--- config.mk ---
export PLATFORM = sky130hd
export DESIGN_NAME = bcs_ctrl
export DESIGN_NICKNAME = d
export VERILOG_FILES = /design/src/inc/bcs_pkg.sv /design/src/rtl/bcs_ctrl.sv /design/src/rtl/bcs_sync.sv
export VERILOG_INCLUDE_DIRS = /design/src /design/src/inc
export SDC_FILE = /design/constraint.sdc
export NUM_CORES = 1
export LEC_CHECK = 0
export ABC_AREA = 1
export BUFFER_PORTS_ARGS = -buffer_cell sky130_fd_sc_hd__buf_4
export CAP_MARGIN = 20
export CORE_MARGIN = 8
export CORE_UTILIZATION = 40
export CTS_CLUSTER_DIAMETER = 30
export DETAILED_ROUTE_END_ITERATION = 6
export SETUP_SLACK_MARGIN = 0.4
export SYNTH_ARGS = -nofsm -noshare
export SYNTH_HDL_FRONTEND = slang
export SYNTH_SLANG_ARGS = --single-unit
--- constraint.sdc ---
create_clock -name mclk_i -period 5.21 [get_ports mclk_i]
set_input_delay 0 -clock mclk_i [delete_from_list [all_inputs] [get_ports mclk_i]]
set_output_delay 0 -clock mclk_i [all_outputs]
set_load 0.02 [all_outputs]
--- src/inc/bcs_cfg.svh ---
// Timing constants and counter widths of the buck switch controller.
`ifndef BCS_CFG_SVH
`define BCS_CFG_SVH
`define BCS_CLK_MHZ 200
`define BCS_LEB_NS 300
`define BCS_LEB_CYC ((`BCS_LEB_NS * `BCS_CLK_MHZ + 999) / 1000)
`define BCS_TON_MAX_NS 15000
`define BCS_TON_MAX_CYC ((`BCS_TON_MAX_NS * `BCS_CLK_MHZ) / 1000)
`define BCS_TOFF_MAX_NS 50000
`define BCS_TOFF_MAX_CYC ((`BCS_TOFF_MAX_NS * `BCS_CLK_MHZ) / 1000)
`define BCS_SC_DET_US 20000
`define BCS_SC_DET_CYC ((`BCS_SC_DET_US * `BCS_CLK_MHZ))
`define BCS_CNT_W 24
`define BCS_SC_W 32
`endif

--- src/inc/bcs_pkg.sv ---
// Types shared by the buck switch controller.
package bcs_pkg;
  typedef enum logic [2:0] {
    ST_OFF_IDLE = 3'b000,
    ST_ON_BLANK = 3'b001,
    ST_ON_ARMED = 3'b010,
    ST_FREEWHEEL = 3'b011,
    ST_HALT = 3'b100,
    ST_LATCHED = 3'b101
  } bcs_state_type;
endpackage

--- src/rtl/bcs_ctrl.sv ---
// Switching-cycle sequencer of a boundary-conduction buck LED driver.
`include "bcs_cfg.svh"

module bcs_ctrl #(
  parameter int unsigned LEB_CYC = `BCS_LEB_CYC,
  parameter int unsigned TON_MAX_CYC = `BCS_TON_MAX_CYC,
  parameter int unsigned TOFF_MAX_CYC = `BCS_TOFF_MAX_CYC,
  parameter int unsigned SC_DET_CYC = `BCS_SC_DET_CYC
) (
  input wire logic mclk_i, // 200 MHz system clock.
  input wire logic rst_i, // Asynchronous reset, active high.
  input wire logic peak_i, // Current-sense peak comparator.
  input wire logic valley_i, // Drain valley comparator.
  input wire logic ring_freq_ok_i, // Ringing frequency in range.
  input wire logic swing_ok_i, // Drain swing in range.
  input wire logic supply_above_stop_i, // Supply above supply_stop_level.
  input wire logic supply_above_reset_i, // Supply above supply_reset_level.
  input wire logic ic_overtemp_i, // Internal overtemperature.
  input wire logic led_overtemp_i, // LED overtemperature.
  input wire logic on_time_limit_input_i, // On-time modulation threshold reached.
  input wire logic on_time_input_bad_i, // On-time input open or shorted.
  output logic gate_o, // Power switch gate command.
  output logic hv_startup_o, // Request power from high-voltage start-up source.
  output logic output_short_fault_o // Latched output short protection.
);
  localparam int SW = 10;

  typedef struct packed {
    bcs_pkg::bcs_state_type state;
    logic gate;
    logic hv;
    logic [`BCS_CNT_W-1:0] cnt;
    logic [`BCS_SC_W-1:0] sc_cnt;
    logic sc_run;
  } bcs_st_type;

  bcs_st_type st_r;
  bcs_st_type st_nxt;
  logic [SW-1:0] raw;
  logic [SW-1:0] s;
  logic peak_s;
  logic valley_s;
  logic valley_ok;
  logic fault;
  logic stop_s;
  logic rst_lvl_s;
  logic ton_cap;

  assign raw = {on_time_input_bad_i, peak_i, valley_i, ring_freq_ok_i, swing_ok_i,
                supply_above_stop_i, supply_above_reset_i, ic_overtemp_i, led_overtemp_i,
                on_time_limit_input_i};

  bcs_sync #(.W(SW)) u_sync (
    .mclk_i(mclk_i),
    .rst_i(rst_i),
    .async_i(raw),
    .sync_o(s)
  );

  assign peak_s = s[8];
  assign valley_s = s[7];
  assign valley_ok = valley_s && s[6] && s[5];
  assign stop_s = !s[4];
  assign rst_lvl_s = !s[3];
  assign fault = s[2] || s[1];
  // A bad on-time input uses only the internal maximum; otherwise the input may end it earlier.
  assign ton_cap = (st_r.cnt >= `BCS_CNT_W'(TON_MAX_CYC - 1))
                   || (!s[9] && s[0]);

  ////////////////////////////////////////////////////////////////////////////////

  always_comb begin
    st_nxt = st_r;
    st_nxt.cnt = st_r.cnt + `BCS_CNT_W'(1);
    if (st_r.sc_run) begin
      st_nxt.sc_cnt = st_r.sc_cnt + `BCS_SC_W'(1);
    end
    unique case (st_r.state)
      bcs_pkg::ST_OFF_IDLE: begin
        st_nxt.gate = 1'b0;
        st_nxt.hv = stop_s;
        if (!stop_s && !fault) begin
          st_nxt.state = bcs_pkg::ST_ON_BLANK;
          st_nxt.gate = 1'b1;
          st_nxt.cnt = '0;
        end
      end
      bcs_pkg::ST_ON_BLANK: begin
        if (st_r.cnt >= `BCS_CNT_W'(LEB_CYC - 1)) begin
          st_nxt.state = bcs_pkg::ST_ON_ARMED;
        end
        if (ton_cap) begin
          st_nxt.state = bcs_pkg::ST_FREEWHEEL;
          st_nxt.gate = 1'b0;
          st_nxt.cnt = '0;
          st_nxt.sc_run = 1'b0;
          st_nxt.sc_cnt = '0;
        end
      end
      bcs_pkg::ST_ON_ARMED: begin
        if (peak_s) begin
          st_nxt.state = bcs_pkg::ST_FREEWHEEL;
          st_nxt.gate = 1'b0;
          st_nxt.cnt = '0;
        end else if (ton_cap) begin
          st_nxt.state = bcs_pkg::ST_FREEWHEEL;
          st_nxt.gate = 1'b0;
          st_nxt.cnt = '0;
          st_nxt.sc_run = 1'b0;
          st_nxt.sc_cnt = '0;
        end
      end
      bcs_pkg::ST_FREEWHEEL: begin
        if (valley_ok) begin
          st_nxt.state = bcs_pkg::ST_ON_BLANK;
          st_nxt.gate = 1'b1;
          st_nxt.cnt = '0;
          st_nxt.sc_run = 1'b0;
          st_nxt.sc_cnt = '0;
        end else if (st_r.cnt >= `BCS_CNT_W'(TOFF_MAX_CYC - 1)) begin
          st_nxt.state = bcs_pkg::ST_ON_BLANK;
          st_nxt.gate = 1'b1;
          st_nxt.cnt = '0;
          st_nxt.sc_run = 1'b1;
        end
      end
      bcs_pkg::ST_HALT: begin
        st_nxt.gate = 1'b0;
        if (stop_s) begin
          st_nxt.state = bcs_pkg::ST_OFF_IDLE;
          st_nxt.hv = 1'b1;
        end
      end
      bcs_pkg::ST_LATCHED: begin
        st_nxt.gate = 1'b0;
        st_nxt.sc_run = 1'b0;
        st_nxt.hv = stop_s;
        if (rst_lvl_s) begin
          st_nxt.state = bcs_pkg::ST_OFF_IDLE;
          st_nxt.sc_cnt = '0;
        end
      end
      default: begin
        st_nxt.state = bcs_pkg::ST_OFF_IDLE;
        st_nxt.gate = 1'b0;
      end
    endcase
    if (st_r.state != bcs_pkg::ST_LATCHED) begin
      if (st_r.sc_run && st_r.sc_cnt >= `BCS_SC_W'(SC_DET_CYC - 1)) begin
        st_nxt.state = bcs_pkg::ST_LATCHED;
        st_nxt.gate = 1'b0;
        st_nxt.sc_run = 1'b0;
      end else if (stop_s) begin
        st_nxt.state = bcs_pkg::ST_OFF_IDLE;
        st_nxt.gate = 1'b0;
        st_nxt.hv = 1'b1;
        st_nxt.sc_run = 1'b0;
        st_nxt.sc_cnt = '0;
      end else if (fault && st_r.state != bcs_pkg::ST_OFF_IDLE) begin
        st_nxt.state = bcs_pkg::ST_HALT;
        st_nxt.gate = 1'b0;
        st_nxt.hv = 1'b0;
      end
    end
  end

  always_ff @(posedge mclk_i or posedge rst_i) begin
    if (rst_i) begin
      st_r <= '{state: bcs_pkg::ST_OFF_IDLE, gate: 1'b0, hv: 1'b1, cnt: '0,
                sc_cnt: '0, sc_run: 1'b0};
    end else begin
      st_r <= st_nxt;
    end
  end

  assign gate_o = st_r.gate;
  assign hv_startup_o = st_r.hv;
  assign output_short_fault_o = (st_r.state == bcs_pkg::ST_LATCHED);

  ////////////////////////////////////////////////////////////////////////////////

  gate_off_stop_a: assert property (@(posedge mclk_i) disable iff (rst_i)
    stop_s && st_r.state != bcs_pkg::ST_LATCHED |=> !gate_o)
    else $error("Gate stayed on below stop level.");

  blank_ignores_peak_a: assert property (@(posedge mclk_i) disable iff (rst_i)
    st_r.state == bcs_pkg::ST_ON_BLANK && !ton_cap |=> st_r.state != bcs_pkg::ST_FREEWHEEL)
    else $error("Peak acted during blanking.");

  blank_arms_late_a: assert property (@(posedge mclk_i) disable iff (rst_i)
    st_r.state == bcs_pkg::ST_ON_BLANK && st_r.cnt < `BCS_CNT_W'(LEB_CYC - 1)
    |=> st_r.state != bcs_pkg::ST_ON_ARMED)
    else $error("Peak detection armed too early.");

  peak_turns_off_a: assert property (@(posedge mclk_i) disable iff (rst_i)
    st_r.state == bcs_pkg::ST_ON_ARMED && peak_s && !stop_s && !fault |=> !gate_o)
    else $error("Peak did not turn switch off.");

  valley_starts_a: assert property (@(posedge mclk_i) disable iff (rst_i)
    st_r.state == bcs_pkg::ST_FREEWHEEL && valley_ok && !stop_s && !fault
    && !st_r.sc_run |=> gate_o)
    else $error("Valid valley did not start a cycle.");

  bad_valley_a: assert property (@(posedge mclk_i) disable iff (rst_i)
    st_r.state == bcs_pkg::ST_FREEWHEEL && valley_s && !(s[6] && s[5])
    && st_r.cnt < `BCS_CNT_W'(TOFF_MAX_CYC - 1) |=> !gate_o)
    else $error("Unqualified valley accepted.");

  toff_limit_a: assert property (@(posedge mclk_i) disable iff (rst_i)
    st_r.state == bcs_pkg::ST_FREEWHEEL |-> st_r.cnt < `BCS_CNT_W'(TOFF_MAX_CYC))
    else $error("Off-time passed its limit.");

  ton_limit_a: assert property (@(posedge mclk_i) disable iff (rst_i)
    gate_o |-> st_r.cnt < `BCS_CNT_W'(TON_MAX_CYC))
    else $error("On-time passed its limit.");

  no_start_fault_a: assert property (@(posedge mclk_i) disable iff (rst_i)
    st_r.state == bcs_pkg::ST_OFF_IDLE && fault |=> !gate_o)
    else $error("Switching started with a fault.");

  latch_holds_a: assert property (@(posedge mclk_i) disable iff (rst_i)
    st_r.state == bcs_pkg::ST_LATCHED && !rst_lvl_s |=> st_r.state == bcs_pkg::ST_LATCHED)
    else $error("Latch cleared without supply reset.");
endmodule

--- src/rtl/bcs_sync.sv ---
// Two-stage synchroniser for a group of asynchronous comparator flags.
module bcs_sync #(
  parameter int W = 8
) (
  input wire logic mclk_i, // System clock.
  input wire logic rst_i, // Asynchronous reset, active high.
  input wire logic [W-1:0] async_i, // Raw comparator flags.
  output logic [W-1:0] sync_o // Synchronised flags.
);
  typedef struct packed {
    logic [W-1:0] meta;
    logic [W-1:0] stab;
  } bcs_sync_st_type;
  bcs_sync_st_type st_r;
  bcs_sync_st_type st_nxt;

  always_comb begin
    st_nxt.meta = async_i;
    st_nxt.stab = st_r.meta;
  end

  always_ff @(posedge mclk_i or posedge rst_i) begin
    if (rst_i) begin
      st_r <= '0;
    end else begin
      st_r <= st_nxt;
    end
  end

  assign sync_o = st_r.stab;
endmodule

==> metrics, run 1 <==
critical path class=reg2reg; Worst Setup Slack, final=2.98 ns; total power draw=1480 uW; Slowest-stage cell, CP=nand2_4; Slew headroom=0.397; worst skew pair latency=0.34 ns; peak supply drop=214 uV; Buffers on Ports=14; main flop type after synthesis=dfrtp_1; die area=0.0158 mm2; Min-Delay Path Class=in2async; GP Congestion=0.931; Worst Path Buf+Inv=0; Area Growth Syn to Fin=13.8%; Static Leakage=0.00240 uW; Initial Util=0.404; Post-synth EDFFs=0; Via Count=3,735; CP max stage delay=0.46 ns; placed cell areas=0.00501 mm2; CTS tree=done; worst path cell trace=ha_1, nand3_2, nor2_2, nand2_1, nand2_1, nand2_1, nand2_1, nand2_1, nand2_1, nand2_4, nor2_1; DRC viols=0; routed wire length=9740 um; async set or reset register ratio after synthesis=1.00; #FFs+latches synth=82; Crit Path Max Fanout=32; fin util=0.460; grt total ovfl=0; Syn Nets=595; GR Util All Layers=0.130; Worst path top cell family by delay=simple AND/OR/NAND/NOR gates; vias in the first global route=3,676; initial antenna violation count=0; Post-CTS Resized=0; First-pass DRT Iterations=5; drt wl/cell=12.7 um; largest net degree at the start of global routing=83; fillers=1,128; ANT nets after route=0; Post-Syn Area per Cell=8.26 um2; sequential-to-total area share from yosys stat=0.428; Final Cell Area=0.00546 mm2; clk_skew=0.0105 ns; Die Y=126 um; fin nets=627; core area=0.0119 mm2; outcome=finished, final reports clean; synthesized area=0.00480 mm2; Final Hold Viols=0; Ports=15; max_cap viols=0; Ys Warns=0; RSZ-0062 raised after global routing=no; DR iter-0 viols=211; DP HPWL=6910 um; clock sinks=82; Slew Limit Fails=0; cell area power density=271 mW/mm2; f_max=448 MHz; Worst EP required=5.46 ns; row cnt=40; CP Launch Type=register; worst slew pin tran=0.904 ns; Setup TNS=0 ns; Num CTS Buffers=9; fin crit period=2.23 ns; Vias/cell=4.88; die width=126 um; first-pass GRT wire length=16,800 um; n_diodes=0; synth unique cells=40; Post-Synthesis Cells=581; clk buf depth=2; setup violators final=0; Clk pin slew, worst setup/hold paths=0.06 ns; pre-CTS setup slack=2.98 ns; Setup crit end kind=register; period utilisation layout=0.428; htree depth=3; worst endpoint data arrival time=2.48 ns; CTS Root Cell=clkbuf_16; fraction of layout cells with a size suffix above 1=0.189; cell with the most instances on the worst path=nand2_1
## sequential cells by signal (all words and copies together) (netlist names)
name,flops
st_r,60
u_sync.sync_o,10
u_sync.st_nxt,10
hv_startup_o,1
gate_o,1
## Yosys cell counts (10+ instances only)
cell type    n  area (um2)
nand4_1     16         100
xnor2_1     14         123
nor2_4      34         383
nand3_1     36         180
inv_2       15        56.3
xor2_1      23         201
dfrtp_1     81        2030
nand2_1    114         428
inv_1       59         221
a21oi_1     10        50.1
nor2_1      99         372
nor3_1      18        90.1
## where the power goes
part	switching [uW]	internal, uW	leakage [uW]
sequential	24.9	666	0.00109
combinational	83.9	48.1	0.00116
clock	268	390	0.000151
## cell usage in the layout, fill, tap and decap left out, types with 2 or more instances in the layout
cell           instances
nand2_1              114
nor2_1                99
dfrtp_1               81
inv_1                 58
nand3_1               36
nor2_4                34
xor2_1                23
nor3_1                18
nand4_1               16
inv_2                 15
buf_4                 15
xnor2_1               14
dlygate4sd3_1         11
a21oi_1               10
nand2_2                9
clkbuf_16              9
o21ai_0                8
nor3_2                 7
nor2_2                 5
nand3_2                4
nand2_4                3
nand3b_1               2
clkinv_2               2
ha_1                   2
inv_6                  2
## layer usage
layer	global-route usage	part of all wire
met5	0	0
met4	0.0537	0.016
met3	0.0276	0.040
met2	0.208	0.46
met1	0.165	0.48
## tightest hold or removal path, cell delays in order
cell	delay (ns)
dlygate4sd3_1	0.54
buf_4	0.14
clkinv_2	0.03
buf_4	0.25
## path summary, 6_finish.rpt
check                                   end  slack (ns)                 from  cells past startpoint
max                                 st_r[1]        2.98              st_r[1]                     11
min                                st_r[20]        0.24                rst_i                      4
max reg2reg                         st_r[1]        2.98              st_r[1]                     11
min reg2reg                u_sync.sync_o[7]        0.35     u_sync.st_nxt[7]                      0
max in group asynchronous      hv_startup_o        4.34                rst_i                      5
min in group mclk_i        u_sync.st_nxt[4]        0.31  supply_above_stop_i                      2
## metrics by stage
| stage | hold WS, ns | std cells |
|---|---|---|
| after detailed placement | 0.111 | 737 |
| after global placement | 0.110 | 737 |
| after CTS | 0.0592 | 763 |
| after global routing | 0.275 | 765 |
| final | 0.244 | 765 |
| after floorplan | 0.0314 | 581 |
## area by class of cell
class	count	area (um2)	share of cell area
Clock inverter	6	71.3	0.0131
Tap cell	147	184	0.0337
Inverter	75	283	0.0518
Clock buffer	10	239	0.0438
Timing Repair Buffer	27	250	0.0458
Multi-Input combinational cell	418	2380	0.436
Sequential cell	82	2050	0.376
## what timing repair did
action                                 4_1_cts  5_1_grt
hold buffers                                10        1
endpoints found under the hold margin       10       17
buffers inserted                             0        0
## logic make-up (layout without fill, tap and decap cells)
group / Yosys count / in the layout / synth area share
xor+xnor: 37 / 37 / 0.0676
mux: 1 / 1 / 0.00209
fa+ha+maj: 2 / 2 / 0.00522
simple gates: 353 / 353 / 0.390
flops: 82 / 82 / 0.428
buf+inv: 81 / 118 / 0.0762
compound gates: 25 / 25 / 0.0313
(Power assumes the default switching activity.)
==> run 2: changes to the inputs <==
Settings changed: ABC_AREA 1 to 0.
Clock period 5.21 ns to 1.95 ns, I/O delays scaled along.
==> run 2 against run 1 <==
The run now ends with setup timing left. Combinational power increased to 4.5 times the previous value. Critical path depth decreased by 6. Clock skew about the same. Synthesized cell count decreased by 30%. Register-to-register slack got worse by 3.4 ns. Worst hold slack improved by 0.039 ns. Via count decreased by 13%. Final cell count decreased by 18%. First-iteration DRC count increased by 27%. Core utilization increased by 7.6 points. Design area decreased by 4.5%. Fmax decreased by 5.6%. Critical path type unchanged. Largest cell class is now flip-flops and latches. Largest power group unchanged.
==> metrics, run 2 <==
die width=116 um (-7.5%); Post-Synthesis Cells=409 (-30%); critical path class=reg2reg; f_max=423 MHz (-5.6%); row cnt=36 (-10%); Reg-to-Reg End=st_r[38]; initial antenna violation count=0 (unchanged); setup violators final=60 (+60); routed wire length=9030 um (-7.2%); Final Hold Viols=0 (unchanged); drt wl/cell=14.4 um (+13%); Clk pin slew, worst setup/hold paths=0.09 ns (+0.03 ns); outcome=finished, violations left; Buffers on Ports=14 (unchanged); Ports=15 (unchanged); fin crit period=2.36 ns (+0.134 ns); fraction of layout cells with a size suffix above 1=0.261 (+0.0713); GR Util All Layers=0.142 (+0.0128); core area=0.00973 mm2 (-18%); largest net degree at the start of global routing=83 (unchanged); max reg flops=60 (unchanged); max_cap viols=0 (unchanged); GP Congestion=0.815 (-12%); grt total ovfl=0 (unchanged); CP startpoint=st_r[52]; total power draw=3830 uW (+160%); vias in the first global route=3,249 (-12%); Min-Delay Path Class=in2reg; first-pass GRT wire length=15,200 um (-9.6%); Num CTS Buffers=9 (unchanged); Slew Limit Fails=0 (unchanged); CP Launch Type=register; count leader, synth=dfrtp_1; die area=0.0135 mm2 (-15%); CTS Root Cell=clkbuf_8; failing checks=setup timing; clk buf depth=2 (unchanged); Post-Syn Area per Cell=9.79 um2 (+19%); DR iter-0 viols=267 (+27%); peak supply drop=457 uV (+110%); end of the worst hold path=u_sync.st_nxt[8]; WHS Path Cells=2; Synth top area share=0.506 (+0.0837); fillers=886 (-21%); Syn Nets=423 (-29%); Die Y=116 um (-7.5%); uppermost routed layer=met4; worst endpoint data arrival time=2.66 ns (+0.18 ns); Via Count=3,266 (-13%); area occupied by multi-input gates=0.00197 mm2 (-17%); Area Growth Syn to Fin=30.2%; Met1 Wirelength=3930 um (-16%); clock sinks=82 (unchanged); synth top area cells=dfrtp_1 (51%), xnor2_1 (8.8%), nor3_1 (6.8%); #FFs+latches synth=82 (unchanged); top post-synthesis cells by count=dfrtp_1 (81), nor3_1 (54), nor2_1 (40), xnor2_1 (40); synth unique cells=47 (+18%); async set or reset register ratio after synthesis=1.00 (unchanged); RSZ-0062 raised after global routing=yes; Top reg by flops=st_r; ANT nets after route=0 (unchanged); Initial Util=0.412 (+0.00709); Worst EP required=2.24 ns (-3.22 ns); DP HPWL=5710 um (-17%); clk_skew=0.0103 ns (-0.000228 ns); R2R Path Start=st_r[52]; worst hold path startpoint=peak_i; sequential-to-total area share from yosys stat=0.513 (+0.0848); Post-synth EDFFs=0 (unchanged); wire length on met2=4560 um (+1.6%); leading area contributor after synthesis=dfrtp_1; period utilisation layout=1.21 (+0.784); worst slew pin tran=0.440 ns (-0.464 ns); DRC viols=0 (unchanged); htree depth=3 (unchanged); First-pass DRT Iterations=4 (-1); commonest non-fill, non-tap cell in the layout=dfrtp_1; Crit Path Max Fanout=6 (-81%); Worst Reg2Reg Path Length in Cells=5 (-6); Setup crit end kind=register; Met3 Routed Length=359 um (-7.5%); cell area power density=734 mW/mm2 (+170%); Worst Setup Slack, final=-0.413 ns (-3.39 ns); Seq. cell area=0.00206 mm2 (+0.12%); r2r setup slk=-0.41 ns (-3.39 ns); Slew headroom=0.706 (+0.310); worst skew pair latency=0.37 ns (+0.03 ns); most frequent cells in the layout=dfrtp_1 (79), buf_4 (70), nor3_1 (52); synthesized area=0.00400 mm2 (-17%); Static Leakage=0.00225 uW (-6.0%); CTS tree=done; fin nets=504 (-20%); Setup TNS=-20.99 ns (-20.99 ns); Vias/cell=5.20 (+6.5%); main flop type after synthesis=dfrtp_1; fin util=0.536 (+0.0758); n_diodes=0 (unchanged); Ys Warns=0 (unchanged)
==> run 2: what timing repair did <==
action,4_1_cts,5_1_grt
cloned,2,0
hold buffers,11,0
gates resized for setup,14,20
endpoints found under the setup margin,63,63
endpoints found under the hold margin,91,0
buffers inserted,3,6
pin swaps,7,9
==> run 2: area by class of cell <==
class / count / area share
flip-flops and latches: 82 / 0.394
clock inverters: 7 / 0.0194
clock buffers: 9 / 0.0238
well taps: 133 / 0.0319
multi-input cells: 292 / 0.377
repair buffers: 87 / 0.140
inverters: 18 / 0.0137
==> run 2: worst max-delay path: stages, from the launching register on <==
cell	delay [ns]
dfrtp_1	0.39
or4_4	0.54
or4_4	0.52
a311o_2	0.39
o221a_2	0.33
nor2_1	0.12
==> run 2: through the flow <==
stage                     instance area, um2  std cells  setup WS, ns  hold WS, ns
final                                   5220        628        -0.413        0.283
after CTS                               5090        622        -0.411        0.258
after floorplan                         4040        409        -0.361       0.0314
after global routing                    5220        628        -0.494        0.263
after detailed placement                4660        590        -0.438        0.111
after global placement                  4660        590        -0.352        0.109
==> run 2: how the worst max path moves through the flow <==
stage,slack (ns),endpoint,cells past startpoint
2_1_floorplan,-0.36,st_r[39],6
6_report,-0.41,st_r[38],5
5_1_grt,-0.49,gate_o,5
3_5_place_dp,-0.44,st_r[56],5
3_3_place_gp,-0.35,st_r[34],5
4_1_cts,-0.41,st_r[38],5
==> run 2: kinds of logic after synthesis <==
logic type      after synthesis  synth area share
buf+inv                      37            0.0384
fa+ha+maj                     2           0.00625
simple gates                189             0.242
mux                           1           0.00250
compound gates               44            0.0794
xor+xnor                     54             0.118
flops                        82             0.513
==> run 2: routing by layer <==
layer / track usage / up-vias
li1: - / 1606
met1: 0.165 / 1588
met2: 0.242 / 58
met3: 0.0391 / 14
met4: 0.0596 / 0
met5: 0 / -
==> run 2: where the power goes <==
group | switching, uW | internal (uW) | total, uW
clock network | 649 | 731 | 1380
logic | 323 | 266 | 589
registers | 73.7 | 1790 | 1860
==> run 3: changes to the inputs <==
Settings changed: TNS_END_PERCENT from default to 10.
==> run 3 against run 2 <==
The flow still finishes with violations (setup timing). Die area is the same. Critical path type unchanged. Design area decreased by 1.8%. Largest cell class unchanged. Sequential power about the same. Total power is 3.2% higher. Register-to-register slack barely moved.
==> metrics, run 3 (same netlist as run 2, synthesis figures left out) <==
outcome=finished, violations left; failing checks=setup timing; RSZ-0062 raised after global routing=yes; worst endpoint data arrival time=2.64 ns (-0.02 ns); First-pass DRT Iterations=4 (unchanged); Final Hold Viols=0 (unchanged); CP Launch Type=register; max reg flops=60 (unchanged); peak supply drop=570 uV (+25%); f_max=425 MHz (+0.48%); R2R Path Start=st_r[52]; Worst path top cell family by delay=simple AND/OR/NAND/NOR gates; placed cell areas=0.00460 mm2 (-1.2%); setup bufs post-CTS=0 (-3); Top reg by flops=st_r; Min-Delay Path Class=in2async; Buffers on Ports=14 (unchanged); clk buf depth=2 (unchanged); DRC viols=0 (unchanged); first-pass GRT wire length=15,000 um (-1.0%); clock sinks=82 (unchanged); met2 Use GR=0.240 (-0.00154); setup violators final=60 (unchanged); fillers=907 (+2.4%); Area Growth Syn to Fin=27.8%; ANT nets after route=0 (unchanged); commonest non-fill, non-tap cell in the layout=dfrtp_1; grt total ovfl=0 (unchanged); worst slew pin tran=0.692 ns (+0.252 ns); fin crit period=2.35 ns (-0.0113 ns); Slowest-stage cell, CP=or4_4; GRT met3 Usage=0.0354 (-0.00365); most frequent cells in the layout=dfrtp_1 (80), buf_4 (59), nor2_1 (40), nor3_1 (40), xnor2_1 (40); die area=0.0135 mm2 (unchanged); CTS Root Cell=clkbuf_8; initial antenna violation count=0 (unchanged); DP HPWL=5690 um (-0.47%); n_diodes=0 (unchanged); clk_skew=0.0155 ns (+0.00520 ns); die width=116 um (unchanged); Worst Reg2Reg Path Length in Cells=5 (unchanged); max_cap viols=0 (unchanged); critical path class=reg2reg; CTS tree=done; Clk pin slew, worst setup/hold paths=0.10 ns (about the same); Reg-to-Reg End=st_r[48]; routed wire length=8800 um (-2.6%); fraction of layout cells with a size suffix above 1=0.240 (-0.0210); Num CTS Buffers=9 (unchanged); r2r setup slk=-0.40 ns (about the same); drt wl/cell=14.3 um (-0.25%); period utilisation layout=1.21 (-0.00578); cell area power density=772 mW/mm2 (+5.1%); Vias/cell=5.20 (about the same); largest net degree at the start of global routing=43 (-48%); cell with the most instances on the worst path=or4_4; Crit Path Max Fanout=12 (+6); Via Count=3,187 (-2.4%); Final Cell Area=0.00512 mm2 (-1.8%); fin util=0.526 (-0.00990); vias in the first global route=3,256 (+0.22%); Ports=15 (unchanged); worst path cell trace=or4_4, or4_4, a311o_2, o221a_4, nor2_1; Slew headroom=0.538 (-0.168); Worst Path Buf+Inv=0 (unchanged); Initial Util=0.412 (unchanged); htree depth=3 (unchanged); worst skew pair latency=0.36 ns (about the same); routing usage on met1=0.163 (-0.00171); DR iter-0 viols=124 (-54%); row cnt=36 (unchanged); GP Congestion=0.896 (+9.9%); grt peak-use layer=met2; core area=0.00973 mm2 (unchanged); Worst EP required=2.23 ns (about the same); Static Leakage=0.00216 uW (-4.1%); Setup TNS=-18.18 ns (+2.81 ns); fin nets=489 (-3.0%); Worst Setup Slack, final=-0.402 ns (+0.0113 ns); Die Y=116 um (unchanged); Slew Limit Fails=0 (unchanged); GR Util All Layers=0.141 (-0.00150); CP max stage delay=0.54 ns (about the same); Setup crit end kind=register
-- run 3: cell types whose count changed in the layout (fill, tap and decap cells not counted), moves of 2 or more --
cell        delta
a21oi_1        +2
a21oi_2        -2
buf_4         -11
buf_6          -3
clkinvlp_4     -2
inv_6          -2
nor2_1         +5
nor2_2         -4
nor3_1        -12
nor3_2        +12
-- run 3: power by group --
group / internal, uW / total, uW / switching, uW
combinational: 250 / 555 / 305
sequential: 1790 / 1870 / 84.0
clock: 864 / 1530 / 662
-- run 3: layout make-up --
type	count	area, um2	share of cell area
Sequential cell	82	2050	0.401
Inverter	18	68.8	0.0134
Multi-Input combinational cell	291	1970	0.384
Timing Repair Buffer	73	613	0.120
Tap cell	133	166	0.0325
Clock buffer	9	124	0.0242
Clock inverter	7	126	0.0247
-- run 3: timing repair --
| action | 4_1_cts | 5_1_grt |
|---|---|---|
| endpoints found under the setup margin | 63 | 63 |
| resized for setup | 5 | 25 |
| pin swaps | 21 | 6 |
| hold endpoints to repair | 50 | 0 |
| hold buffers | 11 | 0 |
| gates cloned | 1 | 0 |
-- run 3: tightest hold or removal path, delay by kind of cell --
| kind | cells | cell delay [ns] |
|---|---|---|
| buf+inv | 3 | 1.13 |
-- run 3: stage by stage --
step	setup slack (ns)	total power [uW]	hold WS, ns	instances
after floorplan	-0.361	2200	0.0314	409
after global placement	-0.375	2380	0.111	585
after detailed placement	-0.412	2400	0.110	585
after CTS	-0.397	3970	0.259	613
after global routing	-0.482	4140	0.262	613
final	-0.402	3950	0.275	613
-- run 3: worst max path at each step --
stage	startpoint	endpoint	slack, ns	depth (start not counted)
3_3_place_gp	st_r[52]	st_r[34]	-0.38	5
4_1_cts	st_r[52]	st_r[34]	-0.40	5
6_report	st_r[52]	st_r[48]	-0.40	5
3_5_place_dp	st_r[52]	st_r[50]	-0.41	5
2_1_floorplan	st_r[52]	st_r[39]	-0.36	6
5_1_grt	st_r[52]	st_r[48]	-0.48	5
-- run 3: metal layers --
metal,wire (um),vias to the layer above
li1,-,1563
met1,3960,1562
met2,4400,50
met3,262,12
met4,166,0
met5,0,-
